`src/enc_latch_map.svh`:
```
`ifndef ENC_LATCH_MAP_SVH
`define ENC_LATCH_MAP_SVH

// counter and preset value after reset
`define ENC_CNT_RST 32'h0000_0000
`define ENC_PRESET_DEFAULT 32'h0000_0000
// measurement mode codes
`define ENC_MODE_BOTH_UP 3'h0
`define ENC_MODE_BOTH_DN 3'h1
`define ENC_MODE_HIGH_UP 3'h2
`define ENC_MODE_HIGH_DN 3'h3
`define ENC_MODE_LOW_UP 3'h4
`define ENC_MODE_LOW_DN 3'h5
// mode field: bit 0 selects counting down
`define ENC_MODE_DIR_BIT 0

`endif

```
`src/enc_latch_pkg.sv`:
```
package enc_latch_pkg;

  typedef struct packed {
    logic inc;
    logic dec;
  } enc_step_t;

  typedef struct packed {
    logic latchIndexEn;
    logic latchRiseEn;
    logic latchFallEn;
    logic presetCmd;
    logic presetOnIndexEn;
    logic measureEn;
  } enc_ctrl_t;

  typedef struct packed {
    logic indexResetEn;
    logic extResetEn;
    logic extResetRising;
    logic [2:0] measureMode;
  } enc_cfg_t;

  typedef struct packed {
    logic indexLatchValid;
    logic extLatchValid;
    logic presetDone;
    logic measureDone;
  } enc_status_t;

  typedef enum logic [1:0] {
    M_IDLE,
    M_WAIT,
    M_FILT,
    M_DONE
  } meas_state_t;

endpackage : enc_latch_pkg

```
`src/encoder_latch_reference_control.sv`:
```
// Overview of operation
// - with index latch armed, first index rising edge captures; later ones ignored
// - an index capture sets the index-latch-valid flag
// - a re-armed latch captures only while both valid flags are false
// - with both latches armed, the first qualifying edge of either captures
// - index latch plus preset-on-index: capture old count, then load preset
// - index reset enabled: counter held at zero while index is high
// - external reset: zero on latch edge, rising if polarity set else falling
// - manual preset loads preset value into counter and sets preset-done
// - preset-on-index loads preset value at index pulse, sets preset-done
// - a re-armed preset loads only while preset-done is false
// - preset-done clears only when both preset command bits are false
// - a 32-bit latch filter, counted in encoder increments
// - six measurement modes chosen by the measurement mode field
// - measurement starts when the measurement enable bit goes true
// - modes 0,1 both levels, 2,3 high, 4,5 low; odd modes count down
// - buffered start-edge count is stored only when the filter expires
// - a latch change inside the filter discards the buffer; rebuffer later
// - completion of a measurement sets the measurement-done flag
`timescale 1ns/100ps
`include "enc_latch_map.svh"

module encoder_latch_reference_control
  import enc_latch_pkg::*;
#(
  parameter int CNT_W = 32
) (
  input wire logic sys_clk, // 50 MHz system clock
  input wire logic rst_n, // asynchronous reset, active low
  input wire enc_step_t encStep, // one-cycle count steps from decoder
  input wire logic indexIn, // encoder zero pulse, channel C
  input wire logic latchIn, // external latch input
  input wire enc_ctrl_t ctrl, // host command bits
  input wire enc_cfg_t cfg, // host configuration bits
  input wire logic [CNT_W-1:0] presetValue, // reference value for preset
  input wire logic [CNT_W-1:0] latchFilter, // filter length in increments
  output logic [CNT_W-1:0] counterValue, // position counter
  output logic [CNT_W-1:0] latchValue, // index / external latch value
  output logic [CNT_W-1:0] riseLatch, // measurement value, rising edge
  output logic [CNT_W-1:0] fallLatch, // measurement value, falling edge
  output enc_status_t status // valid and done flags
);

  if (CNT_W < 2 || CNT_W > 32) begin : g_width_check
    $error("CNT_W must lie between 2 and 32");
  end

  // ---------------- latch, preset and counter group
  logic [CNT_W-1:0] cnt_reg, cnt_next;
  logic [CNT_W-1:0] latch_reg, latch_next;
  logic idxPrev_reg, latPrev_reg;
  enc_ctrl_t ctrlPrev_reg;
  logic armIdx_reg, armIdx_next, armExt_reg, armExt_next;
  logic armPre_reg, armPre_next;
  logic idxValid_reg, idxValid_next, extValid_reg, extValid_next;
  logic preDone_reg, preDone_next;
  logic idxRise, latRise, latFall, extEn, extEdge, freeLatch;
  logic capIdx, capExt, loadMan, loadIdx, resetNow, swapDir;
  meas_state_t mState_reg, mState_next;

  always_comb begin
    idxRise = indexIn & ~idxPrev_reg;
    latRise = latchIn & ~latPrev_reg;
    latFall = ~latchIn & latPrev_reg;
    extEn = ctrl.latchRiseEn | ctrl.latchFallEn;
    extEdge = (ctrl.latchRiseEn & latRise) | (ctrl.latchFallEn & latFall);
    freeLatch = ~idxValid_reg & ~extValid_reg;
    capIdx = armIdx_reg & ctrl.latchIndexEn & idxRise & freeLatch;
    capExt = armExt_reg & extEn & extEdge & freeLatch & ~capIdx;
    loadMan = armPre_reg & ctrl.presetCmd & ~preDone_reg;
    loadIdx = armPre_reg & ctrl.presetOnIndexEn & idxRise
              & ~preDone_reg;
    // index reset takes precedence if the host enables both anyway
    resetNow = (cfg.indexResetEn & indexIn)
             | (cfg.extResetEn & ~cfg.indexResetEn
                & (cfg.extResetRising ? latRise : latFall));
    swapDir = (mState_reg != M_IDLE)
              & cfg.measureMode[`ENC_MODE_DIR_BIT];

    // the first capture of either source disarms both
    armIdx_next = armIdx_reg;
    if (capIdx || capExt) begin
      armIdx_next = 1'b0;
    end else if (ctrl.latchIndexEn && !ctrlPrev_reg.latchIndexEn) begin
      armIdx_next = 1'b1;
    end else if (!ctrl.latchIndexEn) begin
      armIdx_next = 1'b0;
    end
    armExt_next = armExt_reg;
    if (capIdx || capExt) begin
      armExt_next = 1'b0;
    end else if ((ctrl.latchRiseEn && !ctrlPrev_reg.latchRiseEn)
        || (ctrl.latchFallEn && !ctrlPrev_reg.latchFallEn)) begin
      armExt_next = 1'b1;
    end else if (!extEn) begin
      armExt_next = 1'b0;
    end

    // set wins over clear on both valid flags
    idxValid_next = capIdx | (idxValid_reg & ctrl.latchIndexEn);
    extValid_next = capExt | (extValid_reg & extEn);
    latch_next = (capIdx || capExt) ? cnt_reg : latch_reg;

    armPre_next = armPre_reg;
    if (loadMan || loadIdx) begin
      armPre_next = 1'b0;
    end else if ((ctrl.presetCmd && !ctrlPrev_reg.presetCmd)
        || (ctrl.presetOnIndexEn && !ctrlPrev_reg.presetOnIndexEn)) begin
      armPre_next = 1'b1;
    end else if (!ctrl.presetCmd && !ctrl.presetOnIndexEn) begin
      // a refused re-activation must not stay armed once both bits drop
      armPre_next = 1'b0;
    end
    preDone_next = loadMan | loadIdx
                 | (preDone_reg
                    & (ctrl.presetCmd | ctrl.presetOnIndexEn));

    // preset beats reset beats counting
    if (loadMan || loadIdx) begin
      cnt_next = presetValue;
    end else if (resetNow) begin
      cnt_next = '0;
    end else if (encStep.inc && !encStep.dec) begin
      cnt_next = swapDir ? cnt_reg - 1'b1 : cnt_reg + 1'b1;
    end else if (encStep.dec && !encStep.inc) begin
      cnt_next = swapDir ? cnt_reg + 1'b1 : cnt_reg - 1'b1;
    end else begin
      cnt_next = cnt_reg;
    end
  end

  always_ff @(posedge sys_clk or negedge rst_n) begin
    if (!rst_n) begin
      cnt_reg <= CNT_W'(`ENC_CNT_RST);
      latch_reg <= CNT_W'(`ENC_CNT_RST);
      idxPrev_reg <= 1'b0;
      latPrev_reg <= 1'b0;
      ctrlPrev_reg <= '0;
      armIdx_reg <= 1'b0;
      armExt_reg <= 1'b0;
      armPre_reg <= 1'b0;
      idxValid_reg <= 1'b0;
      extValid_reg <= 1'b0;
      preDone_reg <= 1'b0;
    end else begin
      cnt_reg <= cnt_next;
      latch_reg <= latch_next;
      idxPrev_reg <= indexIn;
      latPrev_reg <= latchIn;
      ctrlPrev_reg <= ctrl;
      armIdx_reg <= armIdx_next;
      armExt_reg <= armExt_next;
      armPre_reg <= armPre_next;
      idxValid_reg <= idxValid_next;
      extValid_reg <= extValid_next;
      preDone_reg <= preDone_next;
    end
  end

  // ---------------- workpiece measurement group
  logic [CNT_W-1:0] buf_reg, buf_next, filt_reg, filt_next;
  logic [CNT_W-1:0] rise_reg, rise_next, fall_reg, fall_next;
  logic endPhase_reg, endPhase_next, mDone_reg, mDone_next;
  logic modeOk, target, levelOk, expired, stepAny, lowOnly;

  always_comb begin
    modeOk = cfg.measureMode <= `ENC_MODE_LOW_DN;
    lowOnly = cfg.measureMode >= `ENC_MODE_LOW_UP;
    target = ~endPhase_reg & ~lowOnly;
    levelOk = latchIn == target;
    expired = filt_reg >= latchFilter;
    stepAny = encStep.inc ^ encStep.dec;
    mState_next = mState_reg;
    buf_next = buf_reg;
    filt_next = filt_reg;
    rise_next = rise_reg;
    fall_next = fall_reg;
    endPhase_next = endPhase_reg;
    mDone_next = mDone_reg & ctrl.measureEn;
    unique case (mState_reg)
      M_IDLE: begin
        if (ctrl.measureEn && !ctrlPrev_reg.measureEn && modeOk) begin
          mState_next = M_WAIT;
          endPhase_next = 1'b0;
          mDone_next = 1'b0;
        end
      end
      M_WAIT: begin
        if (levelOk) begin
          buf_next = cnt_reg;
          filt_next = '0;
          mState_next = M_FILT;
        end
      end
      M_FILT: begin
        if (!levelOk) begin
          mState_next = M_WAIT;
        end else if (expired) begin
          if (endPhase_reg || lowOnly) begin
            fall_next = buf_reg;
          end else begin
            rise_next = buf_reg;
          end
          if (!endPhase_reg && cfg.measureMode <= `ENC_MODE_BOTH_DN) begin
            endPhase_next = 1'b1;
            mState_next = M_WAIT;
          end else begin
            mDone_next = 1'b1;
            mState_next = M_DONE;
          end
        end else if (stepAny) begin
          filt_next = filt_reg + 1'b1;
        end
      end
      M_DONE: begin
      end
    endcase
    if (!ctrl.measureEn) begin
      mState_next = M_IDLE;
    end
  end

  always_ff @(posedge sys_clk or negedge rst_n) begin
    if (!rst_n) begin
      mState_reg <= M_IDLE;
      buf_reg <= CNT_W'(`ENC_CNT_RST);
      filt_reg <= CNT_W'(`ENC_CNT_RST);
      rise_reg <= CNT_W'(`ENC_CNT_RST);
      fall_reg <= CNT_W'(`ENC_CNT_RST);
      endPhase_reg <= 1'b0;
      mDone_reg <= 1'b0;
    end else begin
      mState_reg <= mState_next;
      buf_reg <= buf_next;
      filt_reg <= filt_next;
      rise_reg <= rise_next;
      fall_reg <= fall_next;
      endPhase_reg <= endPhase_next;
      mDone_reg <= mDone_next;
    end
  end

  assign counterValue = cnt_reg;
  assign latchValue = latch_reg;
  assign riseLatch = rise_reg;
  assign fallLatch = fall_reg;
  assign status = '{indexLatchValid: idxValid_reg,
                    extLatchValid: extValid_reg,
                    presetDone: preDone_reg,
                    measureDone: mDone_reg};
endmodule : encoder_latch_reference_control

```
`config.mk`:
```
export PLATFORM = sky130hd
export DESIGN_NAME = encoder_latch_reference_control
export DESIGN_NICKNAME = d
export VERILOG_FILES = /design/src/enc_latch_pkg.sv /design/src/encoder_latch_reference_control.sv
export VERILOG_INCLUDE_DIRS = /design/src
export SDC_FILE = /design/constraint.sdc
export NUM_CORES = 1
export LEC_CHECK = 0
export ABC_AREA = 1
export BUFFER_PORTS_ARGS = -buffer_cell sky130_fd_sc_hd__clkbuf_2
export CELL_PAD_IN_SITES_DETAIL_PLACEMENT = 0
export CELL_PAD_IN_SITES_GLOBAL_PLACEMENT = 1
export CORE_UTILIZATION = 45
export CTS_BUF_LIST = sky130_fd_sc_hd__clkbuf_4 sky130_fd_sc_hd__clkbuf_8
export CTS_CLUSTER_DIAMETER = 80
export DETAILED_ROUTE_END_ITERATION = 8
export GPL_ROUTABILITY_DRIVEN = 0
export PLACE_DENSITY_LB_ADDON = 0.05
export SLEW_MARGIN = 40
export SYNTH_ARGS = -nofsm -noshare
export SYNTH_HDL_FRONTEND = slang
export SYNTH_SLANG_ARGS = --single-unit
export TNS_END_PERCENT = 20
```
`constraint.sdc`:
```
create_clock -name sys_clk -period 4 [get_ports sys_clk]
set_input_delay 0.8 -clock sys_clk [delete_from_list [all_inputs] [get_ports sys_clk]]
set_output_delay 0.8 -clock sys_clk [all_outputs]
set_load 0.02 [all_outputs]
```
Word level (Yosys, flattened, before mapping)
Index checks and enable logic that the tools add are counted.
{ "totals": {"out_inout_bits": 132, "rom_bits": 0, "regBits": 210, "ram_bits": 0, "latchBits": 0, "mem_count": 0, "wordCells": 170} }
{ "classes": {"mul": 0, "n_mux": 38, "addsub": 3, "div_mod_pow": 0, "magnitude_cmp": 4, "shift": 0, "reduce_logical": 39, "bitwise": 47, "eq_ne": 16} }
{ "op_table": {"columns": ["cell", "n"], "rows": [
  ["$mux W32", 10],
  ["$add A32 B1 Y32 const B", 2],
  ["$pmux W32 S2", 1],
  ["$ge A32 B32 Y1", 1],
  ["$sub A32 B1 Y32 const B", 1],
  ["$and A1 B1 Y1", 27],
  ["$mux W1", 18],
  ["$ne A2 B2 Y1 const B", 7],
  ["$mux W2", 6],
  ["$reduce_and A4 Y1", 3],
  ["$logic_and A1 B1 Y1", 11],
  ["$logic_not A1 Y1", 11],
  ["$not A1 Y1", 11],
  ["$reduce_and A5 Y1", 2],
  ["$or A1 B1 Y1", 8],
  ["$ne A3 B1 Y1 const B", 2],
  ["$ne A3 B3 Y1 const B", 2],
  ["$pmux W2 S3", 1],
  ["$reduce_bool A2 Y1", 3],
  ["$logic_or A1 B1 Y1", 5],
  ["$ne A4 B1 Y1 const B", 1],
  ["$ne A4 B4 Y1 const B", 1],
  ["$pmux W1 S2", 2],
  ["$reduce_bool A4 Y1", 1],
  ["other kinds (10)", 10]
]} }

Logic depth before layout (Yosys ltp)
{ "depth": {"depth_word": 9, "depth_mapped": 18, "depth_no_buf": 17} }

Worst setup path after synthesis
OpenSTA, ideal clock, no wires.
{ "synth_path": {"kind": "input -> register", "start": "input port latchFilter[15]", "end": "register fall_reg[25], in the netlist fallLatch[25]", "setup_slack_ns": 1.646, "n_path_buf": 2, "arrival_time_ns": 2.231, "cell_stages": 15, "t_required_ns": 3.877, "path_cell_list": "inv_1 > ha_1 > nand2_1 > nor2_2 > nand2_1 > nor2_1 > nor2_1 > nand2_1 > nand2_1 > nand2_2 > nand2_4 > buf_6 > buf_2 > o21ai_0 > nand2_1"} }
{ "synth_between": {"elab_chain_len": 2} }
{ "synth_lines": {"columns": ["element", "line_no", "text"], "rows": [
  ["from (decl)", "encoder_latch_reference_control.sv:36", "input wire logic [CNT_W-1:0] latchFilter,"],
  ["$ge A32 B32 Y1", "encoder_latch_reference_control.sv:171", "expired = filt_reg >= latchFilter;"],
  ["$reduce_and A4 Y1 (no source line)", null, null],
  ["to (signal assigned)", "encoder_latch_reference_control.sv:229", "fall_reg <= CNT_W'(`ENC_CNT_RST);"],
  ["to (signal assigned)", "encoder_latch_reference_control.sv:237", "fall_reg <= fall_next;"],
  ["to (decl)", "encoder_latch_reference_control.sv:162", "logic [CNT_W-1:0] rise_reg, rise_next, fall_reg, fall_next;"]
]} }
No other way between the ends.
A chain may end at the register's enable or synchronous reset.

Worst setup path in the final report
{ "layout_path": {"start": "register filt_reg[31]", "end": "register filt_reg[8]"} }
{ "layout_between": {"elab_chain_len": 3} }
{ "layout_lines": {"columns": ["element", "line_no", "text"], "rows": [
  ["from (decl)", "encoder_latch_reference_control.sv:161", "logic [CNT_W-1:0] buf_reg, buf_next, filt_reg, filt_next;"],
  ["from (signal assigned)", "encoder_latch_reference_control.sv:227", "filt_reg <= CNT_W'(`ENC_CNT_RST);"],
  ["from (signal assigned)", "encoder_latch_reference_control.sv:235", "filt_reg <= filt_next;"],
  ["$ge A32 B32 Y1", "encoder_latch_reference_control.sv:171", null],
  ["$ne A2 B2 Y1 (no source line)", null, null],
  ["$reduce_and A5 Y1 (no source line)", null, null]
]} }
No other way between the ends.

==> impl_metrics.json <==
{
  "rsz0062_at_grt": "false",
  "grt_pass1_vias": 10700,
  "clk_latency_ns": 0.56,
  "ios": 214,
  "first_pass_iters": 5,
  "cp_num_buf_inv": 1,
  "dp.cells": 2182,
  "cts.clk_slew.worst_paths_ns": 0.06,
  "critical_path.startpoint_type": "register",
  "dpl.hpwl_mm": 27.8,
  "register_area_um2": 5260,
  "p_per_area_nw_per_um2": 556,
  "grt_pass1_wl_mm": 59.1,
  "start_util_pct": 45.7,
  "postCtsSetupRepairBufs": 0,
  "wire_per_inst_um": 16.5,
  "synth_area_um2": 12300,
  "synthCells": 1688,
  "dieArea_um2": 27900,
  "fin_hold_ws_ns": 0.313,
  "r2r_cells": 12,
  "synth-simple-area-share_pct": 30.9,
  "fill_cells": 2775,
  "maxSlewHeadroom_pct": 46.5,
  "drtAntennaViolNets": 0,
  "setup_ws_ns": 1.28,
  "cp_top_family": "simple AND/OR/NAND/NOR gates",
  "io_buffer_count": 213,
  "layout.nets": 2002,
  "pre_cts_slack_ns": 0.849,
  "insertedDiodeCount": 0,
  "hold_class": "primary input to async pin",
  "synthMuxAreaShare_pct": 0,
  "finalInstanceArea_um2": 14300,
  "synth_fp_nets": 1809,
  "synth_edf_count": 0,
  "std_cell_rows": 60,
  "synthAdderAreaFrac_pct": 3.98,
  "die_h_um": 167,
  "yosysSeqAreaShare_pct": 42.8,
  "synth-xor-area-share_pct": 2.51,
  "core_um2": 26900,
  "grt_max_degree": 77,
  "routed_via_density": 5.17,
  "async_flop_share_pct": 100,
  "drt_first_iter_violations": 867,
  "setup_violations": 0,
  "fmax_mhz": 368,
  "ys.warnings.count": 0,
  "synth_seq_cells": 210,
  "ir_drop_v": 0.000351,
  "cp_max_fo": 33,
  "tns_ns": 0,
  "synth_compound_area_share_pct": 12.2,
  "multiInputGateArea_um2": 6090,
  "status": "finished clean",
  "crit_type": "register to register",
  "cpPeakStageDelay_ns": 0.44,
  "cts_max_level": 2,
  "leakagePower_uw": 0.00731,
  "synth_top_family_by_area": "simple AND/OR/NAND/NOR gates",
  "routed_wl_mm": 37.0,
  "rr_endpoint": "filt_reg[8]",
  "clk_path_buf_depth": 3,
  "finalNonFillerCells": 2246,
  "clock_sinks": 210,
  "slew_viol_final": 0,
  "critPathSlowestCell": "nand2_2",
  "antenna_found_initial": 0,
  "max-cap-violations": 0,
  "vias": 11600,
  "placed_cell_area_um2": 13500,
  "cts_tree": "built",
  "synthFlopType": "dfrtp_1",
  "numCtsBuffers": 38,
  "regToRegStartpoint": "filt_reg[31]",
  "fp.dieW_um": 167,
  "synth_area_per_cell_um2": 7.27,
  "period_minus_slack_ns": 2.72,
  "hold_violations": 0,
  "hold_buffers": 0,
  "syn2layout_area_growth_pct": 16.5,
  "r2r_slack_ns": 1.28,
  "skew_ns": 0.0399,
  "track_usage_pct": 26.8,
  "timing.final.crit_share_pct": 67.9,
  "arrival_ns": 3.16,
  "drc": 0,
  "worstMarginPinSlew_ns": 0.801,
  "endpoint_kind": "register",
  "cts_root_buffer": "clkbuf_8",
  "drive_gt1_share_pct": 18.2,
  "cts_resized": 0,
  "cp_cell_sequence": "ha_1 > nand2_1 > nor2_1 > nand4_1 > nor2_1 > nand2_1 > nand2_2 > nand2_4 > nand2_2 > buf_12 > nand2_1 > o21ai_1",
  "required_ns": 4.44,
  "grt.overflow.total": 0,
  "cpMostUsedCell": "nand2_1",
  "synth_cell_types": 44
}
[layout by cell type, fill, tap and decap left out, drive strengths merged]
master and instances:
clkbuf 271, nand2 486, nand3b 3, inv 145
o21ai 167, nand4 25, or2 24, a21o 3
o211ai 4, a211o 1, clkinv 5, a22oi 11
nor2 221, o21bai 1, buf 18, and3 1
dfrtp 210, nor3 24, a32oi 1, nor3b 1
xor2 25, nand3 113, o21a 1, a21oi 94
xnor2 8, o22ai 3, ha 39
[cell families after synthesis]
| group | count (synthesis) |
|---|---|
| adders and majority gates | 39 |
| xor gates and xnor gates | 33 |
| buffers and inverters | 222 |
| AOI/OAI and AO/OA | 286 |
| DFF | 210 |
| and+or+nand+nor | 898 |
[layout make-up]
type | count | share of cell area (%)
clock buffers | 58 | 4.97
well taps | 341 | 2.98
clock inverters | 6 | 0.341
multi-input cells | 1256 | 42.6
repair buffers | 231 | 8.63
inverters | 144 | 3.78
flip-flops and latches | 210 | 36.7
[worst max path at each step]
stage	to	from	slack, ns	cells after the start
CTS	filt_reg[0]	mState_reg[0]	1.31	11
global placement	filt_reg[2]	latchFilter[31]	0.89	13
floorplan	fallLatch[25]	latchFilter[15]	1.65	15
detailed placement	filt_reg[0]	latchFilter[23]	0.85	13
global route	filt_reg[8]	filt_reg[27]	1.00	12
finish	filt_reg[8]	filt_reg[31]	1.28	12
[stage by stage]
| stage | power [uW] | utilization (%) |
|---|---|---|
| 5_1_grt | 8480 | 53.2 |
| 4_1_cts | 8000 | 53.2 |
| 3_5_place_dp | 5920 | 50.4 |
| 2_1_floorplan | 4880 | - |
| 6_report | 7950 | 53.2 |
| 3_3_place_gp | 5870 | 50.4 |
[cell usage after synthesis, types with 4 or more instances]
| cell | n | share of area (%) |
|---|---|---|
| a21oi_1 | 94 | 3.8 |
| a22oi_1 | 11 | 0.67 |
| buf_1 | 5 | 0.15 |
| buf_2 | 36 | 1.5 |
| buf_4 | 10 | 0.61 |
| clkbuf_1 | 23 | 0.70 |
| dfrtp_1 | 210 | 43 |
| ha_1 | 39 | 4.0 |
| inv_1 | 139 | 4.3 |
| inv_2 | 4 | 0.12 |
| nand2_1 | 481 | 15 |
| nand3_1 | 112 | 4.6 |
| nand4_1 | 25 | 1.3 |
| nor2_1 | 209 | 6.4 |
| nor2_2 | 10 | 0.51 |
| nor3_1 | 20 | 0.82 |
| o211ai_1 | 4 | 0.24 |
| o21ai_0 | 140 | 5.7 |
| o21ai_1 | 26 | 1.1 |
| or2_0 | 4 | 0.20 |
| or2_2 | 20 | 1.0 |
| xnor2_1 | 8 | 0.57 |
| xor2_1 | 24 | 1.7 |
[power breakdown]
part | leakage, uW | internal (uW) | switching (uW)
combinational | 0.00418 | 825 | 1860
sequential | 0.00272 | 2590 | 631
clock | 0.000408 | 1140 | 908
[layer usage]
| metal | vias up | wire [um] | GRT usage [%] |
|---|---|---|---|
| li1 | 5858 | - | - |
| met1 | 5338 | 18600 | 41.1 |
| met2 | 373 | 15600 | 39.3 |
| met3 | 48 | 2100 | 3.99 |
| met4 | 0 | 769 | 7.06 |
| met5 | - | 0 | 0 |
No activity file was read; power rests on OpenSTA's default activity.
